## src/design/tic_pkg.sv

```systemverilog
package tic_pkg;

  localparam int ADDR_W = 8;
  localparam int DATA_W = 8;

  // Register offsets.
  localparam logic [7:0] OFS_FAMILY_TYPE = 8'h00;
  localparam logic [7:0] OFS_MASK_VERSION = 8'h01;
  localparam logic [7:0] OFS_NVM_ADDRESS = 8'h11;
  localparam logic [7:0] OFS_NVM_DATA = 8'h12;
  localparam logic [7:0] OFS_FRAME_START_LABEL = 8'h1C;
  localparam logic [7:0] OFS_FRAME_END_LABEL = 8'h1D;
  localparam logic [7:0] OFS_LINE_START_LABEL = 8'h1E;
  localparam logic [7:0] OFS_LINE_END_LABEL = 8'h1F;
  localparam logic [7:0] OFS_STRAP_CAPTURE = 8'h20;
  localparam logic [7:0] OFS_FIRST_FRAME_SEL = 8'h22;
  localparam logic [7:0] OFS_SECOND_FRAME_SEL = 8'h25;

  // Reset values.
  localparam logic [7:0] RST_NVM_ADDRESS = 8'h00;
  localparam logic [7:0] RST_NVM_DATA = 8'h00;
  localparam logic [7:0] RST_STRAP_CAPTURE = 8'h00;
  localparam logic [7:0] RST_FRAME_START_LABEL = 8'h1E;
  localparam logic [7:0] RST_FRAME_END_LABEL = 8'hE1;
  localparam logic [7:0] RST_LINE_START_LABEL = 8'hAA;
  localparam logic [7:0] RST_LINE_END_LABEL = 8'h55;
  localparam logic [7:0] RST_FIRST_FRAME_SEL = 8'h30;
  localparam logic [7:0] RST_SECOND_FRAME_SEL = 8'h35;
  localparam logic [7:0] UNMAPPED_READ = 8'h00;

  // Field positions.
  localparam int STRAP_LOW_BIT = 5;
  localparam int STRAP_HIGH_BIT = 6;
  localparam int SEL_FIELD_W = 2;
  localparam int SEL_FIRST_MOD_LSB = 0;
  localparam int SEL_SECOND_MOD_LSB = 2;

  // Shadowed registers, by index.
  localparam int NUM_SHADOW = 6;
  localparam logic [2:0] SH_FRAME_START = 3'h0;
  localparam logic [2:0] SH_FRAME_END = 3'h1;
  localparam logic [2:0] SH_LINE_START = 3'h2;
  localparam logic [2:0] SH_LINE_END = 3'h3;
  localparam logic [2:0] SH_FIRST_SEL = 3'h4;
  localparam logic [2:0] SH_SECOND_SEL = 3'h5;
  localparam logic [2:0] SH_NONE = 3'h7;
  localparam logic [NUM_SHADOW*8-1:0] SHADOW_RST = {RST_SECOND_FRAME_SEL, RST_FIRST_FRAME_SEL,
    RST_LINE_END_LABEL, RST_LINE_START_LABEL, RST_FRAME_END_LABEL, RST_FRAME_START_LABEL};

  // Strap scan phase length.
  localparam int CLK_PERIOD_PS = 5000;
  localparam int STRAP_SCAN_NS = 100;
  localparam int STRAP_SCAN_CYCLES = (STRAP_SCAN_NS * 1000 + CLK_PERIOD_PS - 1) / CLK_PERIOD_PS;

  typedef enum logic [1:0] {
    TIC_STRAP_RESET = 2'h0,
    TIC_STRAP_SCAN = 2'h1,
    TIC_STRAP_DONE = 2'h3
  } tic_strap_state_t;

  function automatic logic [2:0] shadow_index(input logic [7:0] addr);
    case (addr)
      OFS_FRAME_START_LABEL: shadow_index = SH_FRAME_START;
      OFS_FRAME_END_LABEL: shadow_index = SH_FRAME_END;
      OFS_LINE_START_LABEL: shadow_index = SH_LINE_START;
      OFS_LINE_END_LABEL: shadow_index = SH_LINE_END;
      OFS_FIRST_FRAME_SEL: shadow_index = SH_FIRST_SEL;
      OFS_SECOND_FRAME_SEL: shadow_index = SH_SECOND_SEL;
      default: shadow_index = SH_NONE;
    endcase
  endfunction : shadow_index

endpackage : tic_pkg

```

## src/design/tic_strap_scan.sv

```systemverilog
`timescale 1ns/1ps
module tic_strap_scan #(
  parameter int SCAN_CYCLES = tic_pkg::STRAP_SCAN_CYCLES
) (
  input wire logic clk,
  input wire logic rst,
  input wire logic strap_low,
  input wire logic strap_high,
  output logic captured_low,
  output logic captured_high,
  output logic capture_valid
);

  tic_pkg::tic_strap_state_t state;
  logic [15:0] scan_count;
  logic sample_low;
  logic sample_high;

  always_ff @(posedge clk) begin
    if (rst) begin
      state <= tic_pkg::TIC_STRAP_RESET;
      scan_count <= 16'h0000;
    end else begin
      case (state)
        tic_pkg::TIC_STRAP_RESET: begin
          state <= tic_pkg::TIC_STRAP_SCAN;
          scan_count <= 16'h0000;
        end
        tic_pkg::TIC_STRAP_SCAN: begin
          if (scan_count == 16'(SCAN_CYCLES - 1)) begin
            state <= tic_pkg::TIC_STRAP_DONE;
          end
          scan_count <= scan_count + 16'h0001;
        end
        tic_pkg::TIC_STRAP_DONE: begin
          state <= tic_pkg::TIC_STRAP_DONE;
        end
        default: begin
          state <= tic_pkg::TIC_STRAP_RESET;
        end
      endcase
    end
  end

  // The pins are sampled only after release, so a pull-up overrides the start-up zero.
  always_ff @(posedge clk) begin
    if (rst) begin
      sample_low <= 1'b0;
      sample_high <= 1'b0;
    end else if (state == tic_pkg::TIC_STRAP_SCAN) begin
      sample_low <= strap_low;
      sample_high <= strap_high;
    end
  end

  always_ff @(posedge clk) begin
    if (rst) begin
      captured_low <= 1'b0;
      captured_high <= 1'b0;
      capture_valid <= 1'b0;
    end else if (state == tic_pkg::TIC_STRAP_DONE && !capture_valid) begin
      captured_low <= sample_low;
      captured_high <= sample_high;
      capture_valid <= 1'b1;
    end
  end

endmodule : tic_strap_scan

```

## src/design/tic_register_bank.sv

```systemverilog
`timescale 1ns/1ps
module tic_register_bank #(
  parameter logic [7:0] FAMILY_TYPE = 8'hA5,
  parameter logic [7:0] MASK_VERSION = 8'h01,
  parameter int STRAP_SCAN_CYCLES = tic_pkg::STRAP_SCAN_CYCLES
) (
  input wire logic clk,
  input wire logic rst,
  input wire logic soft_reset,
  input wire logic program_loaded,
  input wire logic frame_active,
  input wire logic frame_start,
  input wire logic reg_addr_load,
  input wire logic [7:0] reg_addr,
  input wire logic reg_wr_en,
  input wire logic [7:0] reg_wr_data,
  input wire logic reg_rd_en,
  output logic [7:0] reg_rd_data,
  output logic reg_rd_valid,
  output logic [7:0] reg_pointer,
  input wire logic nvm_data_update,
  input wire logic [7:0] nvm_data_in,
  output logic [7:0] nvm_address,
  output logic [7:0] nvm_data,
  output logic nvm_data_written,
  input wire logic bus_address_strap_low,
  input wire logic bus_address_strap_high,
  output logic strap_low_captured,
  output logic strap_high_captured,
  output logic strap_valid,
  output logic [7:0] frame_start_label,
  output logic [7:0] frame_end_label,
  output logic [7:0] line_start_label,
  output logic [7:0] line_end_label,
  output logic [1:0] first_frame_first_modulator,
  output logic [1:0] first_frame_second_modulator,
  output logic [1:0] second_frame_first_modulator,
  output logic [1:0] second_frame_second_modulator,
  output logic shadow_pending
);

  logic full_reset;
  logic [7:0] access_addr;
  logic [2:0] wr_index;
  logic [7:0] host_view [tic_pkg::NUM_SHADOW];
  logic [7:0] active_value [tic_pkg::NUM_SHADOW];
  logic [tic_pkg::NUM_SHADOW-1:0] pending;
  logic [7:0] next_rd_data;
  logic [7:0] strap_byte;
  logic nvm_address_wr;
  logic nvm_data_wr;

  // One decode for both nonvolatile write strobes keeps the address compare in a single place.
  function automatic logic write_hit(input logic en, input logic [7:0] addr, input logic [7:0] target);
    write_hit = en && (addr == target);
  endfunction : write_hit

  // Both selection registers share one field layout.
  function automatic logic [1:0] sel_field(input logic [7:0] sel_byte, input int lsb);
    sel_field = sel_byte[lsb +: tic_pkg::SEL_FIELD_W];
  endfunction : sel_field

  // Software reset behaves exactly like the hardware reset.
  assign full_reset = rst | soft_reset;

  // An address byte may arrive with its first data byte in the same cycle.
  assign access_addr = reg_addr_load ? reg_addr : reg_pointer;
  assign wr_index = tic_pkg::shadow_index(access_addr);

  // The data store and its notify pulse decode the same write.
  assign nvm_address_wr = write_hit(reg_wr_en, access_addr, tic_pkg::OFS_NVM_ADDRESS);
  assign nvm_data_wr = write_hit(reg_wr_en, access_addr, tic_pkg::OFS_NVM_DATA);

  // Pointer.
  always_ff @(posedge clk) begin
    if (full_reset) begin
      reg_pointer <= 8'h00;
    end else if (reg_wr_en || reg_rd_en) begin
      reg_pointer <= access_addr + 8'h01;
    end else if (reg_addr_load) begin
      reg_pointer <= reg_addr;
    end
  end

  // Shadowed registers: the host view updates at once, the active copy at once between frames and at frame start during a frame.
  genvar gi;
  generate
    for (gi = 0; gi < tic_pkg::NUM_SHADOW; gi++) begin : g_shadow
      localparam logic [7:0] RST_VAL = tic_pkg::SHADOW_RST[gi*8 +: 8];
      logic hit;
      assign hit = reg_wr_en && (wr_index == 3'(gi));

      always_ff @(posedge clk) begin
        if (full_reset || program_loaded) begin
          host_view[gi] <= RST_VAL;
        end else if (hit) begin
          host_view[gi] <= reg_wr_data;
        end
      end

      always_ff @(posedge clk) begin
        if (full_reset || program_loaded) begin
          active_value[gi] <= RST_VAL;
        end else if (hit && !frame_active) begin
          active_value[gi] <= reg_wr_data;
        end else if (frame_start && pending[gi]) begin
          active_value[gi] <= host_view[gi];
        end
      end

      // A write landing in the same cycle as the frame start stays pending.
      always_ff @(posedge clk) begin
        if (full_reset || program_loaded) begin
          pending[gi] <= 1'b0;
        end else if (hit && frame_active) begin
          pending[gi] <= 1'b1;
        end else if (hit || frame_start) begin
          pending[gi] <= 1'b0;
        end
      end
    end
  endgenerate

  always_ff @(posedge clk) begin
    if (full_reset) begin
      shadow_pending <= 1'b0;
    end else begin
      shadow_pending <= |pending;
    end
  end

  // Consumers only ever see the active copies.
  always_ff @(posedge clk) begin
    if (full_reset) begin
      frame_start_label <= tic_pkg::RST_FRAME_START_LABEL;
    end else begin
      frame_start_label <= active_value[tic_pkg::SH_FRAME_START];
    end
  end

  always_ff @(posedge clk) begin
    if (full_reset) begin
      frame_end_label <= tic_pkg::RST_FRAME_END_LABEL;
    end else begin
      frame_end_label <= active_value[tic_pkg::SH_FRAME_END];
    end
  end

  always_ff @(posedge clk) begin
    if (full_reset) begin
      line_start_label <= tic_pkg::RST_LINE_START_LABEL;
    end else begin
      line_start_label <= active_value[tic_pkg::SH_LINE_START];
    end
  end

  always_ff @(posedge clk) begin
    if (full_reset) begin
      line_end_label <= tic_pkg::RST_LINE_END_LABEL;
    end else begin
      line_end_label <= active_value[tic_pkg::SH_LINE_END];
    end
  end

  always_ff @(posedge clk) begin
    if (full_reset) begin
      first_frame_first_modulator <= sel_field(tic_pkg::RST_FIRST_FRAME_SEL, tic_pkg::SEL_FIRST_MOD_LSB);
    end else begin
      first_frame_first_modulator <=
        sel_field(active_value[tic_pkg::SH_FIRST_SEL], tic_pkg::SEL_FIRST_MOD_LSB);
    end
  end

  always_ff @(posedge clk) begin
    if (full_reset) begin
      first_frame_second_modulator <= sel_field(tic_pkg::RST_FIRST_FRAME_SEL, tic_pkg::SEL_SECOND_MOD_LSB);
    end else begin
      first_frame_second_modulator <=
        sel_field(active_value[tic_pkg::SH_FIRST_SEL], tic_pkg::SEL_SECOND_MOD_LSB);
    end
  end

  always_ff @(posedge clk) begin
    if (full_reset) begin
      second_frame_first_modulator <= sel_field(tic_pkg::RST_SECOND_FRAME_SEL, tic_pkg::SEL_FIRST_MOD_LSB);
    end else begin
      second_frame_first_modulator <=
        sel_field(active_value[tic_pkg::SH_SECOND_SEL], tic_pkg::SEL_FIRST_MOD_LSB);
    end
  end

  always_ff @(posedge clk) begin
    if (full_reset) begin
      second_frame_second_modulator <= sel_field(tic_pkg::RST_SECOND_FRAME_SEL, tic_pkg::SEL_SECOND_MOD_LSB);
    end else begin
      second_frame_second_modulator <=
        sel_field(active_value[tic_pkg::SH_SECOND_SEL], tic_pkg::SEL_SECOND_MOD_LSB);
    end
  end

  // Indirect nonvolatile access pair; the engine may deposit read results in the data register.
  // These are not shadowed, so the host must keep them still while a frame runs.
  always_ff @(posedge clk) begin
    if (full_reset) begin
      nvm_address <= tic_pkg::RST_NVM_ADDRESS;
    end else if (nvm_address_wr) begin
      nvm_address <= reg_wr_data;
    end
  end

  // A host write wins over an engine update in the same cycle.
  always_ff @(posedge clk) begin
    if (full_reset) begin
      nvm_data <= tic_pkg::RST_NVM_DATA;
    end else if (nvm_data_wr) begin
      nvm_data <= reg_wr_data;
    end else if (nvm_data_update) begin
      nvm_data <= nvm_data_in;
    end
  end

  always_ff @(posedge clk) begin
    if (full_reset) begin
      nvm_data_written <= 1'b0;
    end else begin
      nvm_data_written <= nvm_data_wr;
    end
  end

  tic_strap_scan #(
    .SCAN_CYCLES(STRAP_SCAN_CYCLES)
  ) u_strap (
    .clk(clk),
    .rst(full_reset),
    .strap_low(bus_address_strap_low),
    .strap_high(bus_address_strap_high),
    .captured_low(strap_low_captured),
    .captured_high(strap_high_captured),
    .capture_valid(strap_valid)
  );

  always_comb begin
    strap_byte = tic_pkg::RST_STRAP_CAPTURE;
    strap_byte[tic_pkg::STRAP_LOW_BIT] = strap_low_captured;
    strap_byte[tic_pkg::STRAP_HIGH_BIT] = strap_high_captured;
  end

  // Read decode. Reads of a shadowed register return the last value the host wrote.
  // Identification and strap registers have no write path at all, so writes there fall through.
  always_comb begin
    next_rd_data = tic_pkg::UNMAPPED_READ;
    case (access_addr)
      tic_pkg::OFS_FAMILY_TYPE: next_rd_data = FAMILY_TYPE;
      tic_pkg::OFS_MASK_VERSION: next_rd_data = MASK_VERSION;
      tic_pkg::OFS_NVM_ADDRESS: next_rd_data = nvm_address;
      tic_pkg::OFS_NVM_DATA: next_rd_data = nvm_data;
      tic_pkg::OFS_STRAP_CAPTURE: next_rd_data = strap_byte;
      default: begin
        if (wr_index != tic_pkg::SH_NONE) begin
          next_rd_data = host_view[wr_index];
        end else begin
          next_rd_data = tic_pkg::UNMAPPED_READ;
        end
      end
    endcase
  end

  // A read answer stands for exactly one cycle; the data stay until the next read.
  always_ff @(posedge clk) begin
    if (full_reset) begin
      reg_rd_valid <= 1'b0;
    end else begin
      reg_rd_valid <= reg_rd_en;
    end
  end

  always_ff @(posedge clk) begin
    if (full_reset) begin
      reg_rd_data <= tic_pkg::UNMAPPED_READ;
    end else if (reg_rd_en) begin
      reg_rd_data <= next_rd_data;
    end
  end

endmodule : tic_register_bank

```

## config.mk

```make
export PLATFORM = sky130hd
export DESIGN_NAME = tic_register_bank
export DESIGN_NICKNAME = d
export VERILOG_FILES = /design/src/design/tic_pkg.sv /design/src/design/tic_strap_scan.sv /design/src/design/tic_register_bank.sv
export SDC_FILE = /design/constraint.sdc
export NUM_CORES = 1
export LEC_CHECK = 0
export BUFFER_PORTS_ARGS = -buffer_cell sky130_fd_sc_hd__buf_2
export CAP_MARGIN = 40
export CORE_ASPECT_RATIO = 0.7
export CORE_MARGIN = 5
export CORE_UTILIZATION = 35
export CTS_CLUSTER_SIZE = 40
export DETAILED_ROUTE_END_ITERATION = 10
export PLACE_DENSITY = 0.55
export REMOVE_ABC_BUFFERS = 1
export SYNTH_ARGS = -nofsm -noshare
export SYNTH_HDL_FRONTEND = slang
export SYNTH_HIERARCHICAL = 1
export SYNTH_SLANG_ARGS = --single-unit
export TNS_END_PERCENT = 100
```

## constraint.sdc

```tcl
create_clock -name clk -period 6.18 [get_ports clk]
set_input_delay 1.236 -clock clk [delete_from_list [all_inputs] [get_ports clk]]
set_output_delay 1.236 -clock clk [all_outputs]
set_load 0.01 [all_outputs]
```

==> results.cfg <==
[power_and_ir_drop]
worst_ir_drop_vdd_v = 0.0001864
power_density_nw_per_um2 = 259.5
leakage_nw = 3.616
finalPower_mw = 2.555

[clock_tree]
cts_root_buf = clkbuf_16
cts_resized = 0
worstSkewPairLatency_ns = 0.44
h-tree-depth = 4
clk_path_buf_depth = 2
cts_hold_buf = 0
clk_pin_slew_worst_paths_ns = 0.07
cts_tree = built
numCtsBuffers = 17
cts_setup_buffers = 0
clkSinkCount = 192

[sta]
hold_viol_final = 0
holdWs_ns = 0.4198
tns_ns = 0
max_slew_margin_pct = 53.14
fmax_mhz = 225.6
finClkSkew_ns = 0.01298
grt_setup_unrepaired = no
tightest_slew_ns = 0.7030
setup_viol = 0
maxSlewViolCount = 0
period_share_pct = 71.72
post-route-min-period_ns = 4.432

[synthesis]
synth.cells.most_frequent = dfxtp_1, edfxtp_1, nor2_1, and2_1, or3_1
synthesis.area_sq_um = 8506
ys_types = 69
yosysWarnings = 6
synth-seq-cells = 192
synth_edf_count = 88
synthCells = 804
synth_area_leader_cell = edfxtp_1
yosysMostFrequentCell = dfxtp_1
syn_avg_cell_area_sq_um = 10.58
ys.flop_type = dfxtp_1
async_flop_share_pct = 0
ys_seq_area_share_pct = 55.55
synth_area_leaders = edfxtp_1, dfxtp_1, and2_1
synth_top_area_share_pct = 31.07

[place]
gp_congestion = 0.8690
place_area_sq_um = 9289
hpwl_mm = 16.67
buffer_ports.inserted = 113
dp_cells = 1190

[routing]
postRouteAntennaNets = 0
wirelength_mm = 23.76
first_pass_iters = 5
drt-initial-drc-count = 590
via_per_inst = 5.318
post_drt_wl_per_cell_microns = 19.46
drc = 0
vias = 6493

[job]
max_cap_violations = 0

[finish]
layout.cells.non_filler = 1221
largest-register = host_view
reg_top3 = host_view: 48 flops, active_value: 40 flops, u_strap/scan_count: 16 flops
largest_reg_flops = 48
drive_gt1_share_pct = 20.60
syn_to_final_growth_pct = 15.75
postLayoutCellArea_sq_um = 9846
insertedDiodeCount = 0
nets = 932

[floorplan]
dieHeight_microns = 140.4
coreArea_sq_um = 23760
die_x_microns = 196.3
core.rowCount = 47
dieArea_sq_um = 27570
start_util_pct = 35.80
num_io_pins = 114

[worst_setup_path]
endpoint_kind = register
crit_fanout = 21
cp_common_cell = buf_2
cp_slowest_cell = o311ai_2
start_kind = primary input
crit_type = primary input to register
critPathBufInv = 2
cp_top_family = compound AO/OA/AOI/OAI gates
cp_cell_sequence = buf_2 > mux2i_1 > ha_1 > nor4bb_1 > o221a_2 > a21o_1 > nand2_1 > o311ai_2 > o311ai_1 > buf_2
worstPathRequired_ns = 6.38
slowest_delay_ns = 0.51
cp.arrival_ns = 4.63

[run_status]
run_status = completed

[grt]
grt_pass1_wl_mm = 37.29
grt_use_total_pct = 17.41
grt_pass1_vias = 6251
grt_overflow_total = 0
grt_antenna_before_repair = 0
grt_max_degree = 51

[hold_path]
hold_path.class = register to register
-- cell usage in the layout (no fill, tap or decap), types with 3 or more instances in the layout --
cell type	Yosys	routed
nand3b_1	4	4
mux2_2	8	8
and2_1	53	53
clkinv_4	0	3
nor3_1	12	12
inv_6	0	5
a22oi_1	6	6
or2_2	7	7
o22ai_1	7	7
nand2b_1	3	3
a211oi_1	10	10
xnor2_1	4	4
nor4_1	10	10
o21ai_0	25	25
a22o_1	16	16
inv_1	10	10
a31oi_1	9	9
o22a_1	10	10
a21oi_1	41	41
edfxtp_1	88	88
a221oi_1	3	3
a41oi_1	3	3
o21a_1	5	5
nor2b_1	5	5
a32o_1	3	3
nor3b_1	3	3
nand3_1	27	27
nand2_1	47	47
nor2_1	80	79
and3_1	3	3
clkbuf_16	0	17
a21o_1	3	3
nand4_1	11	11
buf_2	6	117
dfxtp_1	104	104
mux2i_1	28	28
buf_4	0	7
xor2_1	3	3
ha_1	5	5
or3_1	48	48
-- area by class of cell --
type                    count  area (sq um)
fillers                  2379         13910
flip-flops and latches    192          4725
multi-input cells         545          3487
repair buffers            124         638.1
clock buffers              19         452.9
well taps                 318         397.9
clock inverters            12         103.9
inverters                  11         41.29
-- cells by family (layout without fill, tap and decap cells) --
| logic type | Yosys count | in the layout | share of synthesized area (%) |
|---|---|---|---|
| and+or+nand+nor | 328 | 328 | 20.74 |
| DFF | 192 | 192 | 55.55 |
| AOI/OAI and AO/OA | 169 | 169 | 14.42 |
| buffers and inverters | 67 | 166 | 3.486 |
| muxes | 36 | 36 | 4.354 |
| xor gates and xnor gates | 7 | 7 | 0.7208 |
| adders and majority gates | 5 | 5 | 0.7355 |
-- routing by layer --
metal,GRT usage (%),up-vias,share of wire [%]
li1,-,3154,-
met1,26.21,3128,50
met2,24.28,199,41
met3,5.617,12,8.3
met4,3.709,0,0.78
met5,0,-,0
-- metrics by stage --
stage / util [%] / setup WS, ns
floorplan: - / 1.728
global placement: 39.01 / 1.314
detailed placement: 39.10 / 1.328
CTS: 41.44 / 1.797
global route: 41.44 / 1.426
finish: 41.44 / 1.748
-- power breakdown --
part	leakage (nW)	internal (mW)	switching (mW)	total [mW]
clock	0.274	0.545	0.509	1.05
sequential	1.71	1.34	0.0144	1.36
combinational	1.63	0.0435	0.102	0.145
total	3.62	1.93	0.625	2.56
-- worst register-to-register path, stage by stage, from the launching register on --
cell	delay, ns
dfxtp_1	0.33
mux2i_1	0.35
ha_1	0.37
nor4bb_1	0.35
o221a_2	0.32
a21o_1	0.17
nand2_1	0.35
o311ai_2	0.51
o311ai_1	0.27
buf_2	0.23
-- path summary, 6_finish.rpt --
check	startpoint	endpoint	slack, ns	cells after the start
worst max-delay path	reg_addr_load	active_value[1][4]	1.75	10
worst min-delay path	active_value[2][7]	line_start_label[7]	0.42	1
worst max register to register	reg_pointer[1]	active_value[1][4]	2.70	9
worst min register to register	active_value[2][7]	line_start_label[7]	0.42	1
Note: power is estimated with default switching activity, not from simulation.
